## src/include/vcr_defines.vh

```
// Purpose: constants for the virtual command response block
// Assumes: 64-bit registers reached over a plain strobe port, byte addresses
// Notes: none
//
// Summary of operation
// - whole response register reads zero when virtual command support is off
// - bit 0 is the in-flight flag, one while a command runs, resets to zero
// - command writes while the flag is set are dropped with no state change
// - bits 2:1 hold the completion code; 0 success, 1 undefined, codes 3-255 give 1
// - completion code 2 is command specific, code 3 never used
// - bits 63:8 hold the result, reset zero, zero for null, free, reserved
// - allocate returns pasid in 27:8 or code 2; free of invalid pasid gives code 2
// - bits 7:3 read as zero
// - a command write clears the response and sets the in-flight flag
// - command codes 0 null, 1 allocate, 2 free; free operand pasid in 27:8
`ifndef VCR_DEFINES_VH
`define VCR_DEFINES_VH
`define VCR_OFF_CMD 12'he10
`define VCR_OFF_RSP 12'he20
`define VCR_OFF_INT_STAT 12'he30
`define VCR_OFF_INT_MASK 12'he38
`define VCR_OFF_CTRL 12'he40
`define VCR_RSP_RESET 64'h0000000000000000
`define VCR_CMD_NULL 8'h00
`define VCR_CMD_ALLOC 8'h01
`define VCR_CMD_FREE 8'h02
`define VCR_CODE_OK 2'h0
`define VCR_CODE_UNDEF 2'h1
`define VCR_CODE_SPECIFIC 2'h2
`define VCR_PASID_LSB 8
`define VCR_PASID_MSB 27
`define VCR_EXEC_CYCLES 4'h2
`endif

```

## src/hw/vcr_pasid_map.v

```verilog
// Purpose: one bit per pasid, set while allocated
// Assumes: single clock, one operation per cycle
// Notes: lowest free pasid is found by a search; read data are registered
`timescale 1ns/100ps
`default_nettype none
module vcr_pasid_map #(
   parameter AW = 4
) (
   // clock and reset
   input wire mclk,
   input wire resetn,
   // operations
   input wire alloc_stb,
   input wire free_stb,
   input wire [AW-1:0] free_idx,
   // results, valid the cycle after a strobe
   output reg [AW-1:0] alloc_idx_q,
   output reg alloc_ok_q,
   output reg free_ok_q
);
   localparam N = 1 << AW;
   reg [N-1:0] used_q;
   reg [AW-1:0] first_free;
   reg any_free;
   integer i;

   always @* begin
      first_free = {AW{1'b0}};
      any_free = 1'b0;
      for (i = N - 1; i >= 0; i = i - 1) begin
         if (!used_q[i]) begin
            first_free = i[AW-1:0];
            any_free = 1'b1;
         end
      end
   end

   always @(posedge mclk or negedge resetn) begin
      if (!resetn) begin
         used_q <= {N{1'b0}};
         alloc_idx_q <= {AW{1'b0}};
         alloc_ok_q <= 1'b0;
         free_ok_q <= 1'b0;
      end else begin
         if (alloc_stb) begin
            alloc_ok_q <= any_free;
            alloc_idx_q <= first_free;
            if (any_free) begin
               used_q[first_free] <= 1'b1;
            end
         end
         if (free_stb) begin
            // freeing a pasid that was never handed out is an error
            free_ok_q <= used_q[free_idx];
            used_q[free_idx] <= 1'b0;
         end
      end
   end
endmodule // vcr_pasid_map
`default_nettype wire

```

## src/hw/vcr_top.v

```verilog
// Purpose: virtual command submission and response registers with interrupt
// Assumes: plain register port, read data one cycle after the read strobe
// Notes: 64-bit registers; pasids above the map size are reported invalid
`timescale 1ns/100ps
`default_nettype none
`include "vcr_defines.vh"
module vcr_top #(
   parameter AW = 4,
   parameter [3:0] EXEC_CYCLES = `VCR_EXEC_CYCLES
) (
   // clock and reset
   input wire mclk,
   input wire resetn,
   // capability strap, level from the same clock domain
   input wire virtual_command_supported,
   // register port
   input wire [11:0] reg_addr,
   input wire [63:0] reg_wdata,
   input wire reg_wr,
   input wire reg_rd,
   output reg [63:0] reg_rdata_q,
   // interrupt
   output wire irq
);
   localparam ST_IDLE = 2'h0;
   localparam ST_EXEC = 2'h1;
   localparam ST_WAIT = 2'h2;
   localparam ST_DONE = 2'h3;

   reg [1:0] state_q;
   reg [3:0] cnt_q;
   reg [7:0] cmd_q;
   reg [19:0] operand_q;
   reg in_flight_flag_q;
   reg [1:0] completion_code_q;
   reg [55:0] result_payload_q;
   reg [1:0] int_stat_q;
   reg [1:0] int_mask_q;
   reg feature_en_q;
   reg done_pulse_q;

   wire [AW-1:0] alloc_idx;
   wire alloc_ok;
   wire free_ok;
   wire cmd_wr;
   wire op_start;
   wire alloc_stb;
   wire free_stb;
   wire free_in_range;
   wire [63:0] rsp_word;

   // without virtual command support a command write is a no-op
   assign cmd_wr = reg_wr && (reg_addr == `VCR_OFF_CMD) && virtual_command_supported;
   assign op_start = (state_q == ST_EXEC) && (cnt_q == 4'h0);
   assign alloc_stb = op_start && (cmd_q == `VCR_CMD_ALLOC);
   assign free_in_range = (operand_q >> AW) == 20'h00000;
   assign free_stb = op_start && (cmd_q == `VCR_CMD_FREE) && free_in_range;

   vcr_pasid_map #(
      .AW(AW)
   ) u_map (
      .mclk(mclk),
      .resetn(resetn),
      .alloc_stb(alloc_stb),
      .free_stb(free_stb),
      .free_idx(operand_q[AW-1:0]),
      .alloc_idx_q(alloc_idx),
      .alloc_ok_q(alloc_ok),
      .free_ok_q(free_ok)
   );

   // command engine
   always @(posedge mclk or negedge resetn) begin
      if (!resetn) begin
         state_q <= ST_IDLE;
         cnt_q <= 4'h0;
         cmd_q <= 8'h00;
         operand_q <= 20'h00000;
         in_flight_flag_q <= 1'b0;
         completion_code_q <= `VCR_CODE_OK;
         result_payload_q <= 56'h00000000000000;
         done_pulse_q <= 1'b0;
      end else begin
         done_pulse_q <= 1'b0;
         case (state_q)
            ST_IDLE: begin
               // a write during a running command never reaches here
               if (cmd_wr && !in_flight_flag_q) begin
                  cmd_q <= reg_wdata[7:0];
                  operand_q <= reg_wdata[`VCR_PASID_MSB:`VCR_PASID_LSB];
                  in_flight_flag_q <= 1'b1;
                  completion_code_q <= `VCR_CODE_OK;
                  result_payload_q <= 56'h00000000000000;
                  cnt_q <= EXEC_CYCLES - 4'h1;
                  state_q <= ST_EXEC;
               end
            end
            ST_EXEC: begin
               if (cnt_q != 4'h0) begin
                  cnt_q <= cnt_q - 4'h1;
               end else begin
                  state_q <= ST_WAIT;
               end
            end
            ST_WAIT: begin
               // map results are registered, so they settle here
               state_q <= ST_DONE;
               if (cmd_q == `VCR_CMD_NULL) begin
                  completion_code_q <= `VCR_CODE_OK;
               end else if (cmd_q == `VCR_CMD_ALLOC) begin
                  if (alloc_ok) begin
                     completion_code_q <= `VCR_CODE_OK;
                     result_payload_q <= {36'h000000000,
                        {(20 - AW){1'b0}}, alloc_idx};
                  end else begin
                     completion_code_q <= `VCR_CODE_SPECIFIC;
                  end
               end else if (cmd_q == `VCR_CMD_FREE) begin
                  if (free_in_range && free_ok) begin
                     completion_code_q <= `VCR_CODE_OK;
                  end else begin
                     completion_code_q <= `VCR_CODE_SPECIFIC;
                  end
               end else begin
                  completion_code_q <= `VCR_CODE_UNDEF;
               end
            end
            ST_DONE: begin
               // flag drops one cycle after the results settle
               in_flight_flag_q <= 1'b0;
               done_pulse_q <= 1'b1;
               state_q <= ST_IDLE;
            end
            default: begin
               state_q <= ST_IDLE;
            end
         endcase
      end
   end

   // response word; code 3 is never produced
   assign rsp_word = virtual_command_supported ?
      {result_payload_q, 5'h00, completion_code_q, in_flight_flag_q} :
      `VCR_RSP_RESET;

   // interrupt status: bit0 command done, bit1 command failed
   always @(posedge mclk or negedge resetn) begin
      if (!resetn) begin
         int_stat_q <= 2'h0;
         int_mask_q <= 2'h0;
         feature_en_q <= 1'b0;
      end else begin
         if (reg_wr && (reg_addr == `VCR_OFF_INT_MASK)) begin
            int_mask_q <= reg_wdata[1:0];
         end
         if (reg_wr && (reg_addr == `VCR_OFF_CTRL)) begin
            feature_en_q <= reg_wdata[0];
         end
         // set wins over a write-one clear in the same cycle
         int_stat_q <= (int_stat_q &
            ~((reg_wr && (reg_addr == `VCR_OFF_INT_STAT)) ? reg_wdata[1:0] : 2'h0)) |
            {done_pulse_q && (completion_code_q != `VCR_CODE_OK), done_pulse_q};
      end
   end

   assign irq = feature_en_q && ((int_stat_q & int_mask_q) != 2'h0);

   // read port
   always @(posedge mclk or negedge resetn) begin
      if (!resetn) begin
         reg_rdata_q <= 64'h0000000000000000;
      end else if (reg_rd) begin
         if (reg_addr == `VCR_OFF_RSP) begin
            reg_rdata_q <= rsp_word;
         end else if (reg_addr == `VCR_OFF_CMD) begin
            reg_rdata_q <= virtual_command_supported ?
               {36'h000000000, operand_q, cmd_q} : 64'h0000000000000000;
         end else if (reg_addr == `VCR_OFF_INT_STAT) begin
            reg_rdata_q <= {62'h0, int_stat_q};
         end else if (reg_addr == `VCR_OFF_INT_MASK) begin
            reg_rdata_q <= {62'h0, int_mask_q};
         end else if (reg_addr == `VCR_OFF_CTRL) begin
            reg_rdata_q <= {63'h0, feature_en_q};
         end else begin
            reg_rdata_q <= 64'h0000000000000000;
         end
      end
   end
endmodule // vcr_top
`default_nettype wire

```

## config.mk

```make
export PLATFORM = sky130hd
export DESIGN_NAME = vcr_top
export DESIGN_NICKNAME = d
export VERILOG_FILES = /design/src/hw/vcr_pasid_map.v /design/src/hw/vcr_top.v
export VERILOG_INCLUDE_DIRS = /design/src /design/src/include
export SDC_FILE = /design/constraint.sdc
export NUM_CORES = 1
export LEC_CHECK = 0
export ABC_AREA = 0
export BUFFER_PORTS_ARGS = -buffer_cell sky130_fd_sc_hd__buf_2
export CAP_MARGIN = 30
export CORE_MARGIN = 2
export CORE_UTILIZATION = 52
export DETAILED_ROUTE_END_ITERATION = 7
export GPL_ROUTABILITY_DRIVEN = 0
export HOLD_SLACK_MARGIN = 0.1
export PLACE_DENSITY = 0.84
export SLEW_MARGIN = 20
export SYNTH_ARGS = -nofsm -noshare
export SYNTH_HDL_FRONTEND = slang
export SYNTH_SLANG_ARGS = --single-unit
```

## constraint.sdc

```tcl
create_clock -name mclk -period 2.35 [get_ports mclk]
set_clock_uncertainty 0.1 [all_clocks]
set_input_delay 0.1175 -clock mclk [delete_from_list [all_inputs] [get_ports mclk]]
set_output_delay 0.1175 -clock mclk [all_outputs]
set_load 0.02 [all_outputs]
```

==> flow_summary.json, run 1 <==
{
  "synth_seq_area_share_pct": 48.0,
  "first_global_vias": 4256,
  "path_class": "reg -> reg",
  "clkPwrFrac_pct": 36.7,
  "p_int_mw": 2.16,
  "dr.pass1.iters": 5,
  "endpoint_kind": "register",
  "finalSetupViolCount": 0,
  "antenna_found_initial": 0,
  "netlist_area_um2": 5050,
  "wl_mm": 14.3,
  "wl_per_cell_um": 20.2,
  "synthXorXnorAreaFrac_pct": 0,
  "cts_made_buffers": 9,
  "switching_share_pct": 27.4,
  "clk_pin_slew_ps": 100,
  "postSynth.asyncResetShare_pct": 100,
  "synthTopCellsByArea": "dfrtp_1 48%, mux2_4 5.9%, buf_4 5.3%",
  "hold_slack_ps": 144,
  "synth-seq-cells": 97,
  "num_rows": 35,
  "status": "finished, final reports clean",
  "synth_fa_ha_area_share_pct": 1.49,
  "port_buffers": 73,
  "p_leak_nw": 2.99,
  "syn_avg_cell_area_um2": 11.1,
  "hold_path_startpoint": "reg_addr[6]",
  "grt_overflow": 0,
  "synth_top_area_share_pct": 48.0,
  "power.total_mw": 2.98,
  "cp_max_fo": 4,
  "cts_tree": "done",
  "post-route-min-period_ps": 2280,
  "grt_max_degree": 56,
  "syn_to_final_growth_pct": 20.1,
  "io_pins": 146,
  "yosys.area.top_type": "dfrtp_1",
  "worstMarginPinSlew_ps": 708,
  "critPathLaunchType": "register",
  "clk_latency_ps": 380,
  "drv_cap": 0,
  "grt_pass1_wl_mm": 22.5,
  "place_hpwl_mm": 8.57,
  "placed_cells": 662,
  "cts_buffer_depth": 2,
  "die_w_um": 103,
  "synthCells": 455,
  "cp.required_ps": 2490,
  "drive_above_1_share_pct": 27.2,
  "fmax_ghz": 0.439,
  "tns_ps": 0,
  "synthMuxAreaShare_pct": 11.8,
  "synth_top_family_by_area": "compound AO/OA/AOI/OAI gates",
  "hp-class": "in -> reg",
  "cts_htree_levels": 3,
  "die_h_um": 103,
  "synth_warnings": 0,
  "synth_cell_types": 59,
  "synth_compound_area_share_pct": 15.8,
  "arrival_ps": 2420,
  "rsz0062_at_grt": "true",
  "fin_cells": 710,
  "r2r-start": "state_q[1]",
  "ant_nets": 0,
  "ys.flop_type": "dfrtp_1",
  "p_seq_share_pct": 56.1,
  "vias": 4390,
  "via_per_inst": 6.18,
  "ir_drop_v": 0.000382,
  "postCtsSetupRepairBufs": 0,
  "relSlewSlack_pct": 52.8,
  "core_area_um2": 9330,
  "hold_viol": 0,
  "nets": 663,
  "dieArea_um2": 10500,
  "startpoint": "state_q[1]",
  "p_comb_share_pct": 7.2,
  "slew_violations": 0,
  "power.density_nw_per_um2": 491,
  "period_share_pct": 96.9,
  "cts_sinks": 97,
  "initial_utilization_pct": 54.2,
  "p_sw_uw": 817,
  "drc_errors": 0,
  "cts-root-buf": "clkbuf_8",
  "drt_iter0_markers": 435,
  "synth-simple-area-share_pct": 14.7,
  "track_usage_pct": 27.9,
  "num_antenna_cells": 0,
  "synth_edf_count": 0
}
state kept, by name (all words and copies together), names as in the netlist:
| register | cells |
|---|---|
| reg_rdata_q | 28 |
| u_map.alloc_ok_q | 1 |
| operand_q | 20 |
| done_pulse_q | 1 |
| u_map.alloc_idx_q | 4 |
| in_flight_flag_q | 1 |
| int_mask_q | 2 |
| cnt_q | 4 |
| cmd_q | 8 |
| int_stat_q | 2 |
| completion_code_q | 2 |
| u_map.free_ok_q | 1 |
| u_map.used_q | 16 |
| state_q | 2 |
| result_payload_q | 4 |
| feature_en_q | 1 |
final timing paths:
| check | end | slack, ps | depth (start not counted) |
|---|---|---|---|
| hold reg to reg | int_stat_q[0] | 400 | 1 |
| hold / removal | int_mask_q[0] | 140 | 4 |
| setup reg to reg | u_map.used_q[11] | 70 | 9 |
| setup / recovery | u_map.used_q[11] | 70 | 9 |
| max in group asynchronous | cmd_q[6] | 1050 | 3 |
| min in group asynchronous | reg_rdata_q[11] | 220 | 2 |
worst max-delay path: stages, from the launching register on:
cell	delay, ps
dfrtp_1	430
inv_1	100
ha_1	160
nor4bb_2	300
buf_4	170
and3_1	190
nand3_1	170
nor3_1	260
buf_4	200
a22oi_1	90
logic make-up after synthesis:
family          count (synthesis)
compound gates                109
fa+ha+maj                       6
buf+inv                        69
flops                          97
mux                            43
other cells                     1
simple gates                  130
final cells by class:
type | count | area (um^2)
multi-input combinational | 324 | 2360
fill | 627 | 3260
sequential | 97 | 2430
clock inverter | 7 | 68.8
inverter | 16 | 60.1
clock buffer | 9 | 124
tap | 129 | 161
timing repair buffer | 128 | 861
per-layer routing:
layer / part of all wire (%) / global-route usage [%]
met1: 37 / 35.1
met5: 0 / 0
met2: 50 / 47.4
met4: 4.0 / 11.7
met3: 8.6 / 5.42
cells in the final DEF, fill, tap and decap left out, drive strengths merged, types with 5 or more instances in the layout:
| master | Yosys | layout |
|---|---|---|
| o21ai | 9 | 9 |
| buf | 40 | 96 |
| mux2 | 32 | 32 |
| inv | 16 | 21 |
| and2 | 5 | 5 |
| dlygate4sd3 | 0 | 32 |
| a21oi | 21 | 21 |
| a31oi | 6 | 6 |
| nand3 | 11 | 11 |
| o2bb2ai | 6 | 6 |
| and3 | 6 | 6 |
| mux2i | 7 | 7 |
| ha | 6 | 6 |
| and4 | 8 | 8 |
| nand4 | 5 | 5 |
| dfrtp | 97 | 97 |
| nor3 | 10 | 10 |
| nor2 | 15 | 15 |
| clkbuf | 13 | 9 |
| a21o | 6 | 6 |
| nor4 | 7 | 7 |
| nor2b | 10 | 10 |
| a22oi | 11 | 11 |
| a22o | 22 | 22 |
| conb | 1 | 36 |
| nand2 | 39 | 39 |
power groups by stage:
stage | combinational, mW | clock [mW] | sequential (mW)
2_1_floorplan | 0.117 | 0 | 1.70
3_3_place_gp | 0.161 | 0 | 1.70
4_1_cts | 0.206 | 1.09 | 1.67
3_5_place_dp | 0.165 | 0 | 1.70
6_report | 0.214 | 1.09 | 1.67
5_1_grt | 0.233 | 1.16 | 1.67
repair_timing:
item                                    4_1_cts  5_1_grt
resized for setup                             0        3
hold endpoints to repair                     92        0
endpoints found under the setup margin        0       13
hold buffers                                 32        0
cell usage after synthesis (all sizes together), types with 7 or more instances:
library cell,n
a22oi,11
and4,8
nor2b,10
mux2i,7
a21oi,21
nor3,10
nor4,7
nand2,39
dfrtp,97
a22o,22
mux2,32
nand3,11
nor2,15
clkbuf,13
inv,16
o21ai,9
buf,40
metrics by stage:
stage	cell area (um^2)	setup WS, ps	utilization, %
floorplan	5180	321	-
global placement	5540	210	59.4
detailed placement	5540	173	59.4
CTS	6050	128	64.9
global route	6070	2.48	65.0
finish	6070	72.1	65.0
No activity file was read; power rests on OpenSTA's default activity.
==> inputs of run 2 (changes only) <==
CORE_ASPECT_RATIO = 2   (was not set)
==> run 2 against run 1 <==
Register-to-register slack gained 90 ps. Critical path type unchanged. Clock power grew 48%. Cell count shrank 4.2%. Combinational power shrank 2%. Worst setup slack gained 88 ps.
==> flow_summary.json, run 2 (same netlist as run 1, synthesis figures left out) <==
{
  "status": "finished, final reports clean",
  "reg.largest.list": "reg_rdata_q (28), operand_q (20), u_map.used_q (16)",
  "final_cell_mix": "97 x dfrtp_1, 72 x buf_2, 38 x nand2_1, 36 x conb_1, 31 x dlygate4sd3_1",
  "p_leak_nw": 3.03,
  "nets": 658,
  "cts_tree": "done",
  "place_hpwl_mm": 8.96,
  "rsz0062_at_grt": "true",
  "first_global_vias": 4461,
  "placed_cells": 633,
  "clkPwrFrac_pct": 46.2,
  "p_seq_share_pct": 47.8,
  "timing.final.ws_setup_ps": 161,
  "grt_overflow": 0,
  "worstMarginPinSlew_ps": 691,
  "power.density_nw_per_um2": 569,
  "path_class": "reg -> reg",
  "num_rows": 50,
  "dieArea_um2": 10600,
  "top_register": "reg_rdata_q",
  "ir_drop_v": 0.000487,
  "ant_nets": 0,
  "clk_pin_slew_ps": 70,
  "drv_cap": 0,
  "track_usage_pct": 26.8,
  "crit_buf_inv": 2,
  "largest_reg_flops": 28,
  "fmax_ghz": 0.457,
  "die_w_um": 73.7,
  "hp-class": "in -> async",
  "tns_ps": 0,
  "p_sw_uw": 798,
  "crit_chain": "inv_1 > ha_1 > nor4bb_2 > buf_4 > nand4_1 > nor2_1 > and4b_1 > a2bb2oi_1",
  "finalSetupViolCount": 0,
  "postCtsSetupRepairBufs": 0,
  "cp_max_fo": 5,
  "critPathLaunchType": "register",
  "fin_cells": 680,
  "die_h_um": 143,
  "cp.required_ps": 2510,
  "dp_slack_ps": 151,
  "cts_made_buffers": 9,
  "cts_sinks": 97,
  "clk_latency_ps": 340,
  "mostFrequentLayoutCell": "dfrtp_1",
  "drive_above_1_share_pct": 26.6,
  "p_int_mw": 2.70,
  "wl_mm": 13.4,
  "relSlewSlack_pct": 53.8,
  "drc_errors": 0,
  "cts_htree_levels": 3,
  "core_area_um2": 9380,
  "hold_slack_ps": 155,
  "via_per_inst": 6.21,
  "post-route-min-period_ps": 2190,
  "hold_viol": 0,
  "slew_violations": 0,
  "p_comb_share_pct": 6.0,
  "num_antenna_cells": 0,
  "endpoint_kind": "register",
  "grt_pass1_wl_mm": 21.7,
  "vias": 4223,
  "dr.pass1.iters": 6,
  "arrival_ps": 2350,
  "syn_to_final_growth_pct": 21.6,
  "switching_share_pct": 22.8,
  "period_share_pct": 93.2,
  "cts_buffer_depth": 2,
  "grt_max_degree": 66,
  "cts-root-buf": "clkbuf_16",
  "path_delay_family": "simple AND/OR/NAND/NOR gates",
  "cp_slowest_cell": "dfrtp_1",
  "initial_utilization_pct": 53.8,
  "antenna_found_initial": 0,
  "wl_per_cell_um": 19.7,
  "power.total_mw": 3.49,
  "io_pins": 146,
  "drt_iter0_markers": 419,
  "port_buffers": 73,
  "slowest_delay_ps": 410,
  "nFillCells": 660
}
[run 2: changes by cell type in the layout (fill, tap and decap cells not counted)]
cell	change
buf_12	+1
clkbuf_8	-9
buf_4	-5
dlygate4sd3_1	-1
bufinv_16	+2
clkbuf_1	+1
clkbuf_16	+9
inv_8	-1
clkinvlp_4	+1
inv_6	-1
clkinv_4	-2
[run 2: what timing repair did]
action / 4_1_cts / 5_1_grt
hold endpoints to repair: 132 / 0
resized for setup: 0 / 3
endpoints found under the setup margin: 0 / 7
hold buffers: 31 / 0
[run 2: final cells by class]
type | instances | area (um^2) | share of cell area, %
clock buffer | 10 | 229 | 3.73
clock inverter | 6 | 98.8 | 1.61
multi-input combinational | 324 | 2360 | 38.5
inverter | 16 | 60.1 | 0.978
sequential | 97 | 2430 | 39.5
timing repair buffer | 123 | 833 | 13.6
tap | 104 | 130 | 2.12
[run 2: layer usage]
layer | track usage [%] | wire, um | vias up
met5 | 0 | 0 | -
met4 | 15.8 | 816 | 0
met3 | 4.14 | 680 | 74
met2 | 47.4 | 7280 | 234
met1 | 29.2 | 4610 | 2067
li1 | - | - | 1848
[run 2: worst paths after layout]
check                      depth (start not counted)  slack (ps)                      start                   to
hold reg to reg                                    1         390               done_pulse_q        int_stat_q[0]
setup reg to reg                                   8         160                 state_q[1]      u_map.used_q[4]
hold / removal                                     2         150                     resetn             cnt_q[0]
min in group mclk                                  3         160  virtual_command_supported      reg_rdata_q[11]
setup / recovery                                   8         160                 state_q[1]      u_map.used_q[4]
max in group asynchronous                          3        1300                     resetn  result_payload_q[1]
[run 2: power by group through the flow]
| stage | Clock, mW | Combinational [mW] | Sequential, mW |
|---|---|---|---|
| after CTS | 1.62 | 0.205 | 1.67 |
| after global routing | 1.69 | 0.229 | 1.67 |
| final | 1.61 | 0.209 | 1.67 |
| after detailed placement | 0 | 0.165 | 1.70 |
| after global placement | 0 | 0.161 | 1.70 |
| after floorplan | 0 | 0.117 | 1.70 |
[run 2: per-stage QoR]
step,instance area [um^2],util (%)
final,6140,65.5
after global routing,6140,65.5
after detailed placement,5490,58.5
after floorplan,5180,-
after CTS,6130,65.3
after global placement,5490,58.5
==> inputs of run 3 (changes only) <==
--- a/config.mk
+++ b/config.mk
@@ -13,3 +13,4 @@
 export CORE_MARGIN = 2
-export CORE_UTILIZATION = 52
+export CORE_UTILIZATION = 54
+export CTS_BUF_LIST = sky130_fd_sc_hd__clkbuf_4 sky130_fd_sc_hd__clkbuf_8
 export DETAILED_ROUTE_END_ITERATION = 7
@@ -17,3 +18,3 @@
 export HOLD_SLACK_MARGIN = 0.1
-export PLACE_DENSITY = 0.84
+export PLACE_DENSITY = 0.87
 export SLEW_MARGIN = 20
==> constraint.sdc (replaced) <==
create_clock -name mclk -period 2.35 [get_ports mclk]
set_clock_uncertainty 0.1 [all_clocks]
set_input_delay 0.235 -clock mclk [delete_from_list [all_inputs] [get_ports mclk]]
set_output_delay 0.235 -clock mclk [all_outputs]
set_load 0.02 [all_outputs]
==> run 3 against run 2 <==
Sequential share of layout area grew 0.65 points. Register-to-register slack lost 30 ps. Non-clock buffer count is the same. Clock-buffer cell count shrank 1. Worst setup slack lost 33 ps. Critical endpoint unchanged. Largest cell class unchanged.
==> flow_summary.json, run 3 (same netlist as run 1, synthesis figures left out) <==
{
  "cp.required_ps": 2560,
  "path_class": "reg -> reg",
  "arrival_ps": 2440,
  "relSlewSlack_pct": 55.4,
  "drive_above_1_share_pct": 26.4,
  "mostFrequentLayoutCell": "dfrtp_1",
  "postCtsSetupRepairBufs": 0,
  "die_w_um": 72.4,
  "slowest_delay_ps": 420,
  "core_area_um2": 9260,
  "clk_pin_slew_ps": 110,
  "initial_utilization_pct": 54.6,
  "fin_cells": 680,
  "timing.final.ws_setup_ps": 128,
  "worstMarginPinSlew_ps": 668,
  "finalSetupViolCount": 0,
  "nets": 658,
  "place_hpwl_mm": 8.94,
  "wl_mm": 13.7,
  "power.density_nw_per_um2": 519,
  "path_delay_family": "simple AND/OR/NAND/NOR gates",
  "critPathLaunchType": "register",
  "antenna_found_initial": 0,
  "vias": 4251,
  "nFillCells": 647,
  "final_cell_mix": "97 x dfrtp_1, 72 x buf_2, 38 x nand2_1, 36 x conb_1, 31 x dlygate4sd3_1",
  "crit_chain": "inv_1 > ha_1 > nor4bb_2 > nand4_1 > nor2_1 > and4b_1 > a2bb2oi_1",
  "ant_nets": 0,
  "num_antenna_cells": 0,
  "track_usage_pct": 27.5,
  "cts-root-buf": "clkbuf_8",
  "placed_cells": 633,
  "p_leak_nw": 2.99,
  "period_share_pct": 94.6,
  "grt_max_degree": 54,
  "dp_slack_ps": 155,
  "drc_errors": 0,
  "post-route-min-period_ps": 2220,
  "cts_buffer_depth": 2,
  "cp_slowest_cell": "dfrtp_1",
  "drt_iter0_markers": 517,
  "cts_made_buffers": 9,
  "port_buffers": 73,
  "hp-class": "in -> reg",
  "status": "finished, final reports clean",
  "dieArea_um2": 10200,
  "ir_drop_v": 0.000541,
  "cts_tree": "done",
  "endpoint_kind": "register",
  "dr.pass1.iters": 6,
  "reg.largest.list": "reg_rdata_q (28), operand_q (20), u_map.used_q (16)",
  "io_pins": 146,
  "fmax_ghz": 0.450,
  "clk_latency_ps": 390,
  "grt_pass1_wl_mm": 21.6,
  "via_per_inst": 6.25,
  "grt_overflow": 0,
  "die_h_um": 141,
  "slew_violations": 0,
  "largest_reg_flops": 28,
  "first_global_vias": 4224,
  "top_register": "reg_rdata_q",
  "wl_per_cell_um": 20.1,
  "num_rows": 50,
  "cts_sinks": 97,
  "hold_viol": 0,
  "tns_ps": 0,
  "cts_htree_levels": 3,
  "crit_buf_inv": 1,
  "syn_to_final_growth_pct": 19.6,
  "cp_max_fo": 6,
  "drv_cap": 0
}
[run 3: cell types whose count changed in the layout (fill, tap and decap cells not counted), moves of 2 or more]
| cell | previous run | this run |
|---|---|---|
| inv_6 | 1 | 3 |
| inv_8 | 2 | 0 |
| clkbuf_16 | 9 | 0 |
| clkbuf_8 | 0 | 9 |
[run 3: metal layers]
metal,share of wire (%),track usage (%),routed length (um)
met1,35,30.8,4760
met2,54,48.4,7400
met3,6.1,5.50,828
met4,5.0,13.6,689
met5,0,0,0
[run 3: timing repair]
| item | CTS | global route |
|---|---|---|
| endpoints found under the hold margin | 85 | 0 |
| hold buffers | 31 | 0 |
| resized for setup | 0 | 1 |
| setup endpoints to repair | 0 | 5 |
[run 3: power by group]
part | leakage (nW) | switching (mW) | internal (mW)
combinational | 1.54 | 0.137 | 0.0747
sequential | 1.33 | 0.00103 | 1.67
clock | 0.118 | 0.636 | 0.621
[run 3: path summary, 6_finish.rpt]
| check | start | to | slack [ps] | depth (start not counted) |
|---|---|---|---|---|
| max | state_q[1] | u_map.used_q[4] | 130 | 7 |
| min | virtual_command_supported | reg_rdata_q[9] | 200 | 3 |
| max reg2reg | state_q[1] | u_map.used_q[4] | 130 | 7 |
| min reg2reg | done_pulse_q | int_stat_q[0] | 370 | 1 |
| max in group asynchronous | resetn | cnt_q[0] | 1140 | 3 |
| min in group asynchronous | resetn | operand_q[9] | 310 | 2 |
[run 3: layout make-up]
| cell class | instances | area [um^2] | share of cell area (%) |
|---|---|---|---|
| Clock inverter | 7 | 111 | 1.84 |
| Tap cell | 104 | 130 | 2.15 |
| Clock buffer | 9 | 124 | 2.05 |
| Timing Repair Buffer | 123 | 833 | 13.8 |
| Multi-Input combinational cell | 324 | 2360 | 39.0 |
| Sequential cell | 97 | 2430 | 40.2 |
| Inverter | 16 | 60.1 | 0.994 |
[run 3: worst register-to-register path: stages, from the launching register on]
cell	delay, ps
dfrtp_1	420
inv_1	90
ha_1	170
nor4bb_2	400
nand4_1	270
nor2_1	300
and4b_1	240
a2bb2oi_1	150
[run 3: per-stage QoR]
stage / hold WS, ps / power (mW) / instance area [um^2] / util, %
3_5_place_dp: 200 / 1.87 / 5490 / 59.3
2_1_floorplan: -161 / 1.82 / 5180 / -
3_3_place_gp: 194 / 1.86 / 5490 / 59.3
6_report: 201 / 3.14 / 6040 / 65.3
4_1_cts: 188 / 3.14 / 6040 / 65.2
5_1_grt: 219 / 3.23 / 6040 / 65.3
